### src/design/bcm_defines.svh
`ifndef BCM_DEFINES_SVH
`define BCM_DEFINES_SVH

// ****************************************************************
// Register map
// ****************************************************************
`define BCM_ADDR_CTRL     8'h00
`define BCM_ADDR_STATUS   8'h04
`define BCM_CTRL_FPWM     0
`define BCM_CTRL_RESET    32'h00000000
`define BCM_RESP_OKAY     2'h0
`define BCM_RESP_SLVERR   2'h2

// Status field positions
`define BCM_ST_RUN        0
`define BCM_ST_PFM        1
`define BCM_ST_LOCK       2
`define BCM_ST_SSDONE     3
`define BCM_ST_ILIM_LO    4
`define BCM_ST_ILIM_HI    5
`define BCM_ST_PGVALID    6
`define BCM_ST_HS         7
`define BCM_ST_LS         8
`define BCM_ST_PGPIN      9
`define BCM_ST_LBOPIN     10
`define BCM_ST_PREBIAS    11

// ****************************************************************
// Synchronised input positions
// ****************************************************************
`define BCM_IX_EN         0
`define BCM_IX_SYNC       1
`define BCM_IX_INPUT_UNDERVOLTAGE_LOCKOUT       2
`define BCM_IX_OT         3
`define BCM_IX_TRIP       4
`define BCM_IX_CLIM       5
`define BCM_IX_LOWAVG     6
`define BCM_IX_BELOW      7
`define BCM_IX_ABOVE      8
`define BCM_IX_LOW16      9
`define BCM_IX_ZERO       10
`define BCM_IX_PREBIAS    11
`define BCM_IX_DROP       12
`define BCM_IX_GOOD       13
`define BCM_IX_LBTRIP     14
`define BCM_IX_PGPIN      15
`define BCM_IX_LBOPIN     16
`define BCM_IN_W          17

// ****************************************************************
// Timing
// ****************************************************************
`define BCM_CLK_HZ        10000000
`define BCM_OSC_HZ        1000000
`define BCM_OSC_DIV       (`BCM_CLK_HZ / `BCM_OSC_HZ)
`define BCM_SS_STEP_US    250
`define BCM_SS_STEP_CYC   ((`BCM_SS_STEP_US * (`BCM_CLK_HZ / 1000000)))
`define BCM_PG_DELAY_US   250
`define BCM_PG_DELAY_CYC  ((`BCM_PG_DELAY_US * (`BCM_CLK_HZ / 1000000)))
`define BCM_SYNC_LOSS_PER 4
`define BCM_SYNC_LOSS_CYC (`BCM_SYNC_LOSS_PER * `BCM_OSC_DIV)
`define BCM_PFM_ENTRY_PER 32
`define BCM_MIN_DUTY_PCT  10
`define BCM_MIN_ON_CYC    ((`BCM_OSC_DIV * `BCM_MIN_DUTY_PCT + 99) / 100)
`define BCM_DEAD_NS       100
`define BCM_DEAD_CYC      ((`BCM_DEAD_NS * (`BCM_CLK_HZ / 1000000) + 999) / 1000)

`endif

### src/design/bcm_pkg.sv
package bcm_pkg;

  // Switching phase of the power stage
  typedef enum logic [2:0]
  {
    PH_IDLE,
    PH_DEAD_H,
    PH_HS,
    PH_DEAD_L,
    PH_LS
  } bcm_phase_t;

  // Whole state of the control block
  typedef struct packed {
    bcm_phase_t  phase;
    logic [3:0]  ph_cnt;
    logic [3:0]  osc_cnt;
    logic [5:0]  sync_cnt;
    logic        sync_lock;
    logic        sync_prev;
    logic        en_prev;
    logic        run;
    logic [1:0]  ss_step;
    logic        ss_done;
    logic [11:0] ss_cnt;
    logic        prebias_ok;
    logic [11:0] pg_cnt;
    logic        pg_valid;
    logic [5:0]  low_cnt;
    logic        pfm;
    logic        burst;
    logic        pulsed;
    logic        hs;
    logic        ls;
    logic [1:0]  ilim;
    logic        ref_on;
    logic        osc_on;
    logic        pg_oe_n;
    logic        lbo_oe_n;
    logic        force_pwm;
    logic        awready;
    logic        bvalid;
    logic [1:0]  bresp;
    logic        arready;
    logic        rvalid;
    logic [1:0]  rresp;
    logic [31:0] rdata;
  } bcm_state_t;

endpackage

### src/design/bcm_sync_if.sv
`timescale 1ns/1ps

// Raw asynchronous inputs in, synchronised copies out
interface bcm_sync_if #(parameter int W = 1) ();
  logic [W-1:0] raw;
  logic [W-1:0] sync;
  modport ctl (output raw, input sync);
  modport syn (input raw, output sync);
endinterface

### src/design/bcm_ctrl.sv
// Contract
// - PWM: high side on at period start
// - Dead time, rectifier, then next period
// - Mode pin high: forced PWM, no DCM
// - Duty limited to 10..100 percent
// - Enter power save after 32 periods
// - PFM pulse: high side, rectifier, repeat
// - Keep switching until 0.8% above
// - Leave power save at 1.6% below
// - Soft-start current limit in steps
// - Rectifier off until ramp passes pre-bias
// - Dropout holds high side on
// - Enable low: all off, flag low
// - Over-temperature keeps reference on
// - Enable rising starts soft start
// - Undervoltage: both switches off
// - Over-temperature: switches off, flag floats
// - Internal oscillator about 1 MHz
// - Lock on first sync rising edge
// - Four silent periods: back internal
// - Locked: power save disabled
// - Sync low: power save allowed
// - Flag valid 250 us after enable
//
// Design decisions made here: the address map and the AXI4-Lite interface to the registers.
`timescale 1ns/1ps
`include "bcm_defines.svh"

module bcm_ctrl #(
  parameter int OSC_DIV   = `BCM_OSC_DIV,
  parameter int SS_STEP   = `BCM_SS_STEP_CYC,
  parameter int PG_DELAY  = `BCM_PG_DELAY_CYC,
  parameter int SYNC_LOSS = `BCM_SYNC_LOSS_CYC,
  parameter int PFM_ENTRY = `BCM_PFM_ENTRY_PER,
  parameter int MIN_ON    = `BCM_MIN_ON_CYC,
  parameter int DEAD      = `BCM_DEAD_CYC
) (
  input  wire logic        aclk,
  input  wire logic        aresetn,
  input  wire logic [7:0]  s_axi_awaddr,
  input  wire logic        s_axi_awvalid,
  output wire logic        s_axi_awready,
  input  wire logic [31:0] s_axi_wdata,
  input  wire logic [3:0]  s_axi_wstrb,
  input  wire logic        s_axi_wvalid,
  output wire logic        s_axi_wready,
  output wire logic [1:0]  s_axi_bresp,
  output wire logic        s_axi_bvalid,
  input  wire logic        s_axi_bready,
  input  wire logic [7:0]  s_axi_araddr,
  input  wire logic        s_axi_arvalid,
  output wire logic        s_axi_arready,
  output wire logic [31:0] s_axi_rdata,
  output wire logic [1:0]  s_axi_rresp,
  output wire logic        s_axi_rvalid,
  input  wire logic        s_axi_rready,
  input  wire logic        enable_pin,
  input  wire logic        sync_pin,
  input  wire logic        input_undervoltage_lockout,
  input  wire logic        over_temp,
  input  wire logic        reg_trip,
  input  wire logic        hs_cur_limit,
  input  wire logic        low_avg_cur,
  input  wire logic        out_below_nom,
  input  wire logic        out_above_hi,
  input  wire logic        out_below_low,
  input  wire logic        ind_cur_zero,
  input  wire logic        ramp_above_prebias,
  input  wire logic        vin_near_vout,
  input  wire logic        out_good_cmp,
  input  wire logic        low_supply_cmp,
  input  wire logic        output_in_regulation_flag_i,
  output wire logic        output_in_regulation_flag_o,
  output wire logic        output_in_regulation_flag_oe_n,
  input  wire logic        low_supply_warning_out_i,
  output wire logic        low_supply_warning_out_o,
  output wire logic        low_supply_warning_out_oe_n,
  output wire logic        hs_gate,
  output wire logic        ls_gate,
  output wire logic        ref_on,
  output wire logic        osc_on,
  output wire logic [1:0]  ilim_step
);

  // ****************************************************************
  // Input synchronisers
  // ****************************************************************
  bcm_sync_if #(.W(`BCM_IN_W)) sif ();

  assign sif.raw = {low_supply_warning_out_i, output_in_regulation_flag_i,
                    low_supply_cmp, out_good_cmp, vin_near_vout,
                    ramp_above_prebias, ind_cur_zero, out_below_low,
                    out_above_hi, out_below_nom, low_avg_cur, hs_cur_limit,
                    reg_trip, over_temp, input_undervoltage_lockout,
                    sync_pin, enable_pin};

  bcm_sync #(.W(`BCM_IN_W)) u_sync (
    .aclk    (aclk),
    .aresetn (aresetn),
    .s       (sif.syn)
  );

  bcm_pkg::bcm_state_t s_r;
  bcm_pkg::bcm_state_t s_nxt;
  logic [`BCM_IN_W-1:0] in_s;
  logic                 en_s;
  logic                 input_undervoltage_lockout_s;
  logic                 ot_s;
  logic                 osc_wrap;
  logic                 sync_rise;
  logic                 en_rise;
  logic                 ps;
  logic                 active;
  logic                 forced;
  logic                 pwm_go;
  logic [31:0]          status_word;

  // ****************************************************************
  // Derived events
  // ****************************************************************
  assign in_s      = sif.sync;
  assign en_s      = in_s[`BCM_IX_EN];
  assign input_undervoltage_lockout_s    = in_s[`BCM_IX_INPUT_UNDERVOLTAGE_LOCKOUT];
  assign ot_s      = in_s[`BCM_IX_OT];
  assign osc_wrap  = (s_r.osc_cnt == 4'(OSC_DIV - 1));
  assign sync_rise = in_s[`BCM_IX_SYNC] && !s_r.sync_prev;
  assign en_rise   = en_s && !s_r.en_prev;
  assign ps        = s_r.sync_lock ? sync_rise : osc_wrap;
  assign active    = en_s && !input_undervoltage_lockout_s && !ot_s;
  // lock or high pin forces PWM
  assign forced    = in_s[`BCM_IX_SYNC] || s_r.sync_lock || s_r.force_pwm;
  // PFM pulse start, later at period rate
  assign pwm_go    = s_r.pfm ? (s_r.burst && (!s_r.pulsed || ps)) : ps;

  // Status word assembly
  always_comb
  begin
    status_word                   = 32'h00000000;
    status_word[`BCM_ST_RUN]      = s_r.run;
    status_word[`BCM_ST_PFM]      = s_r.pfm;
    status_word[`BCM_ST_LOCK]     = s_r.sync_lock;
    status_word[`BCM_ST_SSDONE]   = s_r.ss_done;
    status_word[`BCM_ST_ILIM_LO]  = s_r.ilim[0];
    status_word[`BCM_ST_ILIM_HI]  = s_r.ilim[1];
    status_word[`BCM_ST_PGVALID]  = s_r.pg_valid;
    status_word[`BCM_ST_HS]       = s_r.hs;
    status_word[`BCM_ST_LS]       = s_r.ls;
    status_word[`BCM_ST_PGPIN]    = in_s[`BCM_IX_PGPIN];
    status_word[`BCM_ST_LBOPIN]   = in_s[`BCM_IX_LBOPIN];
    status_word[`BCM_ST_PREBIAS]  = s_r.prebias_ok;
  end

  // ****************************************************************
  // Next-state logic
  // ****************************************************************
  always_comb
  begin
    s_nxt           = s_r;
    s_nxt.sync_prev = in_s[`BCM_IX_SYNC];
    s_nxt.en_prev   = en_s;
    s_nxt.run       = active;
    s_nxt.osc_on    = en_s;
    s_nxt.ph_cnt    = s_r.ph_cnt + 4'h1;

    if (sync_rise)
    begin
      s_nxt.sync_lock = 1'b1;
      s_nxt.sync_cnt  = 6'h00;
    end
    else if (s_r.sync_lock)
    begin
      if (s_r.sync_cnt == 6'(SYNC_LOSS - 1))
        s_nxt.sync_lock = 1'b0;
      else
        s_nxt.sync_cnt = s_r.sync_cnt + 6'h01;
    end

    // Internal oscillator divider
    if (osc_wrap || sync_rise || !en_s)
      s_nxt.osc_cnt = 4'h0;
    else
      s_nxt.osc_cnt = s_r.osc_cnt + 4'h1;

    if (en_rise)
    begin
      s_nxt.ss_step    = 2'h0;
      s_nxt.ss_cnt     = 12'h000;
      s_nxt.ss_done    = 1'b0;
      s_nxt.prebias_ok = 1'b0;
    end
    else if (active && !s_r.ss_done)
    begin
      if (s_r.ss_cnt == 12'(SS_STEP - 1))
      begin
        s_nxt.ss_cnt = 12'h000;
        if (s_r.ss_step == 2'h2)
          s_nxt.ss_done = 1'b1;
        else
          s_nxt.ss_step = s_r.ss_step + 2'h1;
      end
      else
        s_nxt.ss_cnt = s_r.ss_cnt + 12'h001;
    end
    s_nxt.ilim = s_nxt.ss_done ? 2'h3 : s_nxt.ss_step;

    if (!en_rise && active && in_s[`BCM_IX_PREBIAS])
      s_nxt.prebias_ok = 1'b1;

    if (!in_s[`BCM_IX_LOWAVG] || forced || !active)
      s_nxt.low_cnt = 6'h00;
    else if (ps && s_r.low_cnt != 6'(PFM_ENTRY))
      s_nxt.low_cnt = s_r.low_cnt + 6'h01;

    if (!active || forced || in_s[`BCM_IX_LOW16])
      s_nxt.pfm = 1'b0;
    else if (s_r.low_cnt == 6'(PFM_ENTRY))
      s_nxt.pfm = 1'b1;

    if (!s_r.pfm || in_s[`BCM_IX_ABOVE])
    begin
      s_nxt.burst  = 1'b0;
      s_nxt.pulsed = 1'b0;
    end
    else if (in_s[`BCM_IX_BELOW])
      s_nxt.burst = 1'b1;

    // Power stage sequencing
    case (s_r.phase)
      bcm_pkg::PH_IDLE:
      begin
        if (pwm_go)
        begin
          s_nxt.phase  = bcm_pkg::PH_DEAD_H;
          s_nxt.ph_cnt = 4'h0;
          s_nxt.pulsed = s_r.pfm;
        end
      end
      bcm_pkg::PH_DEAD_H:
      begin
        if (s_r.ph_cnt >= 4'(DEAD - 1))
        begin
          s_nxt.phase  = bcm_pkg::PH_HS;
          s_nxt.ph_cnt = 4'h0;
        end
      end
      bcm_pkg::PH_HS:
      begin
        if (in_s[`BCM_IX_CLIM])
        begin
          s_nxt.phase  = bcm_pkg::PH_DEAD_L;
          s_nxt.ph_cnt = 4'h0;
        end
        else if (!s_r.pfm && !in_s[`BCM_IX_DROP] && in_s[`BCM_IX_TRIP]
                 && s_r.ph_cnt >= 4'(MIN_ON - 1))
        begin
          s_nxt.phase  = bcm_pkg::PH_DEAD_L;
          s_nxt.ph_cnt = 4'h0;
        end
      end
      bcm_pkg::PH_DEAD_L:
      begin
        if (s_r.ph_cnt >= 4'(DEAD - 1))
        begin
          s_nxt.ph_cnt = 4'h0;
          if (s_nxt.prebias_ok)
            s_nxt.phase = bcm_pkg::PH_LS;
          else
            s_nxt.phase = bcm_pkg::PH_IDLE;
        end
      end
      bcm_pkg::PH_LS:
      begin
        if (ps && !s_r.pfm)
        begin
          s_nxt.phase  = bcm_pkg::PH_DEAD_H;
          s_nxt.ph_cnt = 4'h0;
        end
        else if (in_s[`BCM_IX_ZERO] && (s_r.pfm || !forced))
          s_nxt.phase = bcm_pkg::PH_IDLE;
      end
      default:
        s_nxt.phase = bcm_pkg::PH_IDLE;
    endcase

    if (!active)
    begin
      s_nxt.phase  = bcm_pkg::PH_IDLE;
      s_nxt.ph_cnt = 4'h0;
    end
    s_nxt.hs = (s_nxt.phase == bcm_pkg::PH_HS);
    s_nxt.ls = (s_nxt.phase == bcm_pkg::PH_LS);

    if (!en_s || input_undervoltage_lockout_s)
    begin
      s_nxt.pg_cnt   = 12'h000;
      s_nxt.pg_valid = 1'b0;
    end
    else if (s_r.pg_cnt == 12'(PG_DELAY - 1))
      s_nxt.pg_valid = 1'b1;
    else
      s_nxt.pg_cnt = s_r.pg_cnt + 12'h001;

    s_nxt.pg_oe_n  = en_s && (ot_s || (s_nxt.pg_valid
                     && in_s[`BCM_IX_GOOD]));
    s_nxt.lbo_oe_n = !en_s || !in_s[`BCM_IX_LBTRIP];
    s_nxt.ref_on   = en_s || ot_s;

    // AXI4-Lite write channel
    s_nxt.awready = 1'b0;
    if (s_r.bvalid && s_axi_bready)
      s_nxt.bvalid = 1'b0;
    if (s_r.awready)
    begin
      s_nxt.bvalid = 1'b1;
      s_nxt.bresp  = `BCM_RESP_OKAY;
      if (s_axi_awaddr == `BCM_ADDR_CTRL)
      begin
        if (s_axi_wstrb[0])
          s_nxt.force_pwm = s_axi_wdata[`BCM_CTRL_FPWM];
      end
      else if (s_axi_awaddr != `BCM_ADDR_STATUS)
        s_nxt.bresp = `BCM_RESP_SLVERR;
    end
    else if (s_axi_awvalid && s_axi_wvalid && !s_r.bvalid)
      s_nxt.awready = 1'b1;

    // AXI4-Lite read channel
    s_nxt.arready = 1'b0;
    if (s_r.rvalid && s_axi_rready)
      s_nxt.rvalid = 1'b0;
    if (s_r.arready)
    begin
      s_nxt.rvalid = 1'b1;
      s_nxt.rresp  = `BCM_RESP_OKAY;
      if (s_axi_araddr == `BCM_ADDR_CTRL)
        s_nxt.rdata = {31'h00000000, s_r.force_pwm};
      else if (s_axi_araddr == `BCM_ADDR_STATUS)
        s_nxt.rdata = status_word;
      else
      begin
        s_nxt.rdata = 32'h00000000;
        s_nxt.rresp = `BCM_RESP_SLVERR;
      end
    end
    else if (s_axi_arvalid && !s_r.rvalid)
      s_nxt.arready = 1'b1;
  end

  // State register
  always_ff @(posedge aclk)
  begin
    if (!aresetn)
    begin
      s_r          <= '0;
      s_r.lbo_oe_n <= 1'b1;
    end
    else
      s_r <= s_nxt;
  end

  // ****************************************************************
  // Outputs
  // ****************************************************************
  assign s_axi_awready                  = s_r.awready;
  assign s_axi_wready                   = s_r.awready;
  assign s_axi_bvalid                   = s_r.bvalid;
  assign s_axi_bresp                    = s_r.bresp;
  assign s_axi_arready                  = s_r.arready;
  assign s_axi_rvalid                   = s_r.rvalid;
  assign s_axi_rresp                    = s_r.rresp;
  assign s_axi_rdata                    = s_r.rdata;
  assign hs_gate                        = s_r.hs;
  assign ls_gate                        = s_r.ls;
  assign ref_on                         = s_r.ref_on;
  assign osc_on                         = s_r.osc_on;
  assign ilim_step                      = s_r.ilim;
  assign output_in_regulation_flag_o    = 1'b0; // Open drain pulls low
  assign output_in_regulation_flag_oe_n = s_r.pg_oe_n;
  assign low_supply_warning_out_o       = 1'b0; // Open drain pulls low
  assign low_supply_warning_out_oe_n    = s_r.lbo_oe_n;
endmodule // bcm_ctrl

### src/design/bcm_sync.sv
`timescale 1ns/1ps

// ****************************************************************
// Two-stage input synchroniser
// ****************************************************************
module bcm_sync #(
  parameter int W = 1
) (
  input wire logic aclk,
  input wire logic aresetn,
  bcm_sync_if.syn  s
);

  typedef struct packed {
    logic [W-1:0] meta;
    logic [W-1:0] sync;
  } bcm_sync_state_t;

  bcm_sync_state_t s_r;
  bcm_sync_state_t s_nxt;

  // First stage feeds only the second
  always_comb
  begin
    s_nxt      = s_r;
    s_nxt.meta = s.raw;
    s_nxt.sync = s_r.meta;
  end

  // State register
  always_ff @(posedge aclk)
  begin
    if (!aresetn)
      s_r <= '0;
    else
      s_r <= s_nxt;
  end

  assign s.sync = s_r.sync;

endmodule // bcm_sync

### config.mk
export PLATFORM = sky130hd
export DESIGN_NAME = bcm_ctrl
export DESIGN_NICKNAME = d
export VERILOG_FILES = /design/src/design/bcm_pkg.sv /design/src/design/bcm_sync_if.sv /design/src/design/bcm_ctrl.sv /design/src/design/bcm_sync.sv
export VERILOG_INCLUDE_DIRS = /design/src /design/src/design
export SDC_FILE = /design/constraint.sdc
export NUM_CORES = 1
export LEC_CHECK = 0
export BUFFER_PORTS_ARGS = -buffer_cell sky130_fd_sc_hd__buf_2
export CAP_MARGIN = 20
export CORE_AREA = 2 2 140 142
export CTS_CLUSTER_SIZE = 24
export DETAILED_ROUTE_END_ITERATION = 10
export DIE_AREA = 0 0 142 144
export PLACE_DENSITY = 0.48
export REMOVE_ABC_BUFFERS = 1
export SETUP_SLACK_MARGIN = 0.02
export SLEW_MARGIN = 5
export SYNTH_ARGS = -nofsm -noshare
export SYNTH_HDL_FRONTEND = slang
export SYNTH_HIERARCHICAL = 1
export SYNTH_SLANG_ARGS = --single-unit
### constraint.sdc
create_clock -name aclk -period 2.13 [get_ports aclk]
set_clock_uncertainty 0.1 [all_clocks]
set_input_delay 0.3195 -clock aclk [delete_from_list [all_inputs] [get_ports aclk]]
set_output_delay 0.3195 -clock aclk [all_outputs]
set_load 0.02 [all_outputs]
# Word level (Yosys, flattened, before mapping)
# Index checks and enable logic that the tools add are counted.
# word_totals
regBits,141
output_inout_bits,51
# op_classes
n_lt_le_gt_ge,1
mux,43
reduce_logical,69
n_addsub,7
bitwise_logic,2
n_eq_ne,15
# op_table
operator,count
7-bit 2-to-1 mux,6
12-bit 2-to-1 mux,3
35-bit 2-to-1 mux,1
15-bit 2-to-1 mux,2
"12-bit by 1-bit adder with 12-bit output, second input constant",2
"12-bit equality test, second input constant",2
1-bit logical AND,21
4-bit one-hot mux with 5 select lines,1
2-bit OR reduction,9
1-bit 2-to-1 mux,17
1-bit zero test,16
8-bit zero test,2
1-bit logical OR,15
3-bit 2-to-1 mux,5
3-bit one-hot mux with 5 select lines,1
"6-bit by 1-bit adder with 6-bit output, second input constant",2
"6-bit equality test, second input constant",2
2-bit 2-to-1 mux,6
"3-bit by 2-bit equality test with 1-bit output, second input constant",3
"4-bit by 1-bit adder with 4-bit output, second input constant",2
"8-bit by 3-bit equality test with 1-bit output, second input constant",1
"8-bit by 3-bit inequality test with 1-bit output, second input constant",1
"3-bit equality test, second input constant",2
"6-bit inequality test, second input constant",1
11 further kinds,14

# Longest topological paths before layout
# logic_depth
depth_word,11
mapped_depth,6

# By module
# Netlist, hierarchy kept.
# by_module_without_submodules
mod,instances,cells_each,area_per_inst_um2
bcm_ctrl,1,413,3737.3
bcm_sync,1,71,950.9

# Worst setup path before layout
# OpenSTA, ideal clock, no wires.
# synth_timing
path_kind,reg2reg
start,reg s_r[84] (netlist bit)
end,reg s_r (netlist bit ilim_step[0])
required_ns,1.896
path_slack_ns,0.324
stages_incl_launch_ff,7
synth_period_minus_slack_ns,1.806
setup_ns,0.134
t_arrival_ns,1.573
cell_sequence,dfxtp_1 > buf_6 > or4b_4 > buf_6 > nor2_1 > and4_1 > nor3_1
# synth_between
elab_chain_cells,5
elab_cells_between_ends,7
classes_between,5 x mux; 2 x reduce/logical
# synth_lines
element,line_no,rtl
"start, declared",bcm_ctrl.sv:103,bcm_pkg::bcm_state_t s_r;
"start signal, assigned",bcm_ctrl.sv:358,s_r <= s_nxt;
1-bit 2-to-1 mux or 1-bit zero test (tied branches),"bcm_ctrl.sv:196, bcm_ctrl.sv:191",
3-bit 2-to-1 mux or 1-bit logical AND (tied branches),"bcm_ctrl.sv:193, bcm_ctrl.sv:191",
15-bit 2-to-1 mux *,bcm_ctrl.sv:191,else if (active && !s_r.ss_done)
15-bit 2-to-1 mux *,bcm_ctrl.sv:184,if (en_rise)
2-bit 2-to-1 mux *,bcm_ctrl.sv:204,s_nxt.ilim = s_nxt.ss_done ? 2'h3 : s_nxt.ss_step;
# Mark *: on every way between the ends. The rest lies on a longest branch, timed or not.
# A chain may end at the register's enable or synchronous reset.

# Final worst setup path
# layout_timing
start,reg u_sync.s_r (netlist bit u_sync/s.sync[0])
end,reg s_r (netlist bit ilim_step[1])
# layout_between
elab_chain_cells,6
elab_cells_between_ends,7
classes_between,3 x mux; 4 x reduce/logical
# layout_lines
element,line_no,rtl
"start, declared",bcm_sync.sv:19,bcm_sync_state_t s_r;
"start signal, assigned",bcm_sync.sv:36,s_r <= s_nxt;
1-bit logical AND (2 in series),bcm_ctrl.sv:129,assign active = en_s && !input_undervoltage_lockout_s && !ot_s;
1-bit logical AND,bcm_ctrl.sv:191,
15-bit 2-to-1 mux,bcm_ctrl.sv:191,
15-bit 2-to-1 mux *,bcm_ctrl.sv:184,
2-bit 2-to-1 mux *,bcm_ctrl.sv:204,
# Marks and branches as above.

==> Implementation_results.wiki <==
{| class="wikitable"
! Metric !! Value
|-
| Clock slew seen by the registers of the worst setup and hold paths || 60 ps
|-
| Count of unique library cells instantiated by Yosys || 53
|-
| Portion of the clock cycle consumed by the worst path in the final layout || 87.87%
|-
| Global route overflow || 0
|-
| Final Setup Violations || 0
|-
| Count of buffers from port buffering || 68
|-
| Complex-gate fraction of the synthesized area || 9.261%
|-
| Max Clk Rate || 534.3 MHz
|-
| Synthesized-area fraction occupied by xor and xnor cells || 4.857%
|-
| Area leader, netlist || sky130_fd_sc_hd__dfxtp_1
|-
| Via count of the routed design || 3432
|-
| Fin crit period || 1872 ps
|-
| Portion of the post-synthesis area used by sequential elements || 49.11%
|-
| Share of post-route cells with drive strength above 1 || 27.08%
|-
| Total Nets Final || 637
|-
| Max transition margin || 53.02%
|-
| Flop-to-flop setup slack || 260 ps
|-
| Per-instance average area after synthesis || 9.686 um^2
|-
| Most used DFF post-synth || sky130_fd_sc_hd__dfxtp_1
|-
| Count of antenna diodes in the layout || 0
|-
| Weighted congestion at the end of routability-driven global placement || 0.7587
|-
| Startpoint-to-endpoint class of the critical path || register to register
|-
| Area of the core || 0.01908 mm^2
|-
| Drt first-iter violations || 185
|-
| #FFs+latches synth || 115
|-
| Horizontal die dimension || 142 um
|-
| Endpoint arrival time on the critical path || 2050 ps
|-
| Data required time at the worst endpoint || 2310 ps
|-
| Number of detailed-route iterations in the first pass || 4
|-
| Mux cell area share after synthesis || 1.308%
|-
| Max Transition Viols Final || 0
|-
| Area fraction in and, or, nand and nor cells after synthesis || 23.46%
|-
| Slew at the pin with the worst max-slew slack || 698.3 ps
|-
| Start point of the worst hold path || output_in_regulation_flag_i
|-
| Critical Path Start Type || register
|-
| Footprint of the multi-input gates || 0.002026 mm^2
|-
| Root buffer cell || sky130_fd_sc_hd__clkbuf_16
|-
| Global-route wire length before repair || 15900 um
|-
| Ports placed on the boundary || 127
|-
| Die outline height || 144 um
|-
| Post-route insts no fill || 803
|-
| Critical path endpoint category || register
|-
| Vias in the first global route || 3334
|-
| Dominant combinational cell family by area after synthesis || simple AND/OR/NAND/NOR gates
|-
| Placed cell count || 771
|-
| Worst vdd rail ir drop || 578.0 uV
|-
| Hold Path Depth || 2
|-
| Area share of the leading cell type in the synthesized netlist || 49.11%
|-
| Clock Tree Buf Depth || 2
|-
| Estimated wirelength of the detail-placed design || 6859 um
|-
| Power density normalized to cell area || 908.1 mW/mm^2
|-
| Final hold slack || 18.74 ps
|-
| TritonCTS clock tree || built
|-
| Number of hold-slack violations in the final timing report || 0
|-
| Status || completed
|-
| Average wire per standard cell || 11.78 um
|-
| Most common library cell in the layout ignoring fill and taps || sky130_fd_sc_hd__dfxtp_1
|-
| Async S/R FF share, synth || 0%
|-
| Overall routed net length || 9458 um
|-
| Adder and majority cell fraction of the synthesized area || 2.402%
|-
| Antenna Nets Post-Route || 0
|-
| All-layer global routing usage || 9.929%
|-
| Hold-fix buffer count after cts || 0
|-
| Mapped Cells || 484
|-
| Total number of clock tree sinks || 115
|-
| Row count || 51
|-
| Number of enable flip-flop cells after synthesis || 0
|-
| Number of filler cells placed in the layout || 1991
|-
| Final core utilization || 29.99%
|-
| Synth Cell Area || 0.004688 mm^2
|-
| Clock network latency to the later pin of the worst-skew pair || 410 ps
|-
| Leak Pwr || 0.002231 uW
|-
| Initial antenna violation count || 0
|-
| Cell count of the worst reg-to-reg path || 4
|-
| Hold EP || u_sync/s_nxt[15]
|-
| Max-capacitance violation count || 0
|-
| DRC Markers || 0
|-
| R2r endpoint || ilim_step[1]
|-
| Clock buffer count from CTS || 17
|-
| Classification of the worst-slack hold path || input pin to register
|-
| Setup repair after global routing missed its margin || no
|-
| Most used cells in the layout excluding fill and tap cells || sky130_fd_sc_hd__dfxtp_1, sky130_fd_sc_hd__buf_2, sky130_fd_sc_hd__nor2_1
|-
| Overall power of the completed layout || 5196 uW
|-
| Maximum number of pins on one net before global-route repair || 24
|-
| Relative area change from synthesis to final layout || 22.04%
|-
| Setup total negative slack || 0 ps
|-
| Post-CTS Resized || 0
|-
| Top area cells in the synthesized netlist || sky130_fd_sc_hd__dfxtp_1, sky130_fd_sc_hd__buf_4, sky130_fd_sc_hd__and2_2, sky130_fd_sc_hd__xnor2_1, sky130_fd_sc_hd__nor2_1
|-
| H-Tree Level Count || 4
|-
| DR vias/cell || 4.274
|-
| Worst-path maximum fanout || 10
|-
| Launch point of the worst reg-to-reg path || u_sync/s.sync[0]
|-
| Die Area || 0.02045 mm^2
|-
| Footprint of the flip-flops and latches || 0.002302 mm^2
|-
| Yosys warns || 6
|-
| Post-CTS Setup Bufs || 0
|-
| Initial Util || 24.57%
|}
how the worst max path moves through the flow:
stage	start	endpoint	slack (ps)	depth (start not counted)
5_1_grt	u_sync/s.sync[0]	ilim_step[1]	120	4
6_report	u_sync/s.sync[0]	ilim_step[1]	260	4
3_3_place_gp	u_sync/s.sync[0]	ilim_step[0]	300	4
3_5_place_dp	u_sync/s.sync[0]	ilim_step[1]	260	4
4_1_cts	u_sync/s.sync[0]	ilim_step[1]	260	4
2_1_floorplan	s_r[74]	s_r[72]	270	4
power breakdown:
group / total [uW] / internal (uW) / switching [uW]
logic: 206 / 83.7 / 122
registers: 2220 / 2200 / 22.2
clock network: 2770 / 1800 / 967
cells by family (layout without fill, tap and decap cells):
| kind of cell | after synthesis | count (layout) |
|---|---|---|
| AOI/OAI and AO/OA | 65 | 65 |
| xor gates and xnor gates | 26 | 26 |
| adders and majority gates | 9 | 9 |
| buffers and inverters | 72 | 130 |
| DFF | 115 | 115 |
| muxes | 6 | 6 |
| other | 1 | 24 |
| and+or+nand+nor | 190 | 190 |
cell type report:
class | instances | area share (%)
repair buffers | 81 | 7.872
clock inverters | 9 | 1.815
multi-input cells | 320 | 35.40
inverters | 17 | 1.115
flip-flops and latches | 115 | 40.24
well taps | 238 | 5.204
clock buffers | 23 | 8.353
metrics by stage:
stage	instance area (um^2)	setup slack [ps]
after floorplan	4392	267.3
after CTS	5722	256.7
after detailed placement	5140	261.1
after global routing	5722	124.8
after global placement	5140	296.8
final	5722	258.3
worst max-delay path: stages (launching register included):
cell and delay (ps):
sky130_fd_sc_hd__dfxtp_1 420, sky130_fd_sc_hd__or4b_4 570, sky130_fd_sc_hd__nor2_1 340, sky130_fd_sc_hd__and4_1 260
sky130_fd_sc_hd__nor3_1 50
registers in the layout (all words and copies together) (netlist names):
signal	flops
u_sync/s.sync	17
ls_gate	1
hs_gate	1
s_axi_arready	1
s_axi_bvalid	1
ilim_step	2
s_axi_awready	1
u_sync/s_nxt	17
s_axi_rresp	1
ref_on	1
low_supply_warning_out_oe_n	1
output_in_regulation_flag_oe_n	1
osc_on	1
s_r	55
s_axi_bresp	1
s_axi_rvalid	1
s_axi_rdata	12
Yosys cell counts, types with 4 or more instances:
cell	count
sky130_fd_sc_hd__nor2_1	39
sky130_fd_sc_hd__xor2_1	6
sky130_fd_sc_hd__a22o_1	10
sky130_fd_sc_hd__o21ai_0	13
sky130_fd_sc_hd__nand2b_1	5
sky130_fd_sc_hd__nand3_1	18
sky130_fd_sc_hd__nor4_1	11
sky130_fd_sc_hd__clkbuf_1	8
sky130_fd_sc_hd__nor2b_1	9
sky130_fd_sc_hd__a21oi_1	17
sky130_fd_sc_hd__buf_4	42
sky130_fd_sc_hd__o21a_1	4
sky130_fd_sc_hd__xnor2_1	20
sky130_fd_sc_hd__nor2_2	5
sky130_fd_sc_hd__or4_1	6
sky130_fd_sc_hd__nand4_1	8
sky130_fd_sc_hd__dfxtp_1	115
sky130_fd_sc_hd__nand2_1	19
sky130_fd_sc_hd__nor3_1	12
sky130_fd_sc_hd__mux2i_1	5
sky130_fd_sc_hd__inv_1	17
sky130_fd_sc_hd__and2_2	34
sky130_fd_sc_hd__ha_1	9
routing by layer:
metal	track usage, %	vias to the layer above	share of wire, %
met3	3.278	15	3.8
met1	11.70	1611	45
met4	4.895	0	1.9
li1	-	1742	-
met5	0	-	0
met2	16.27	64	49
Power figures use the tool's default switching activity.
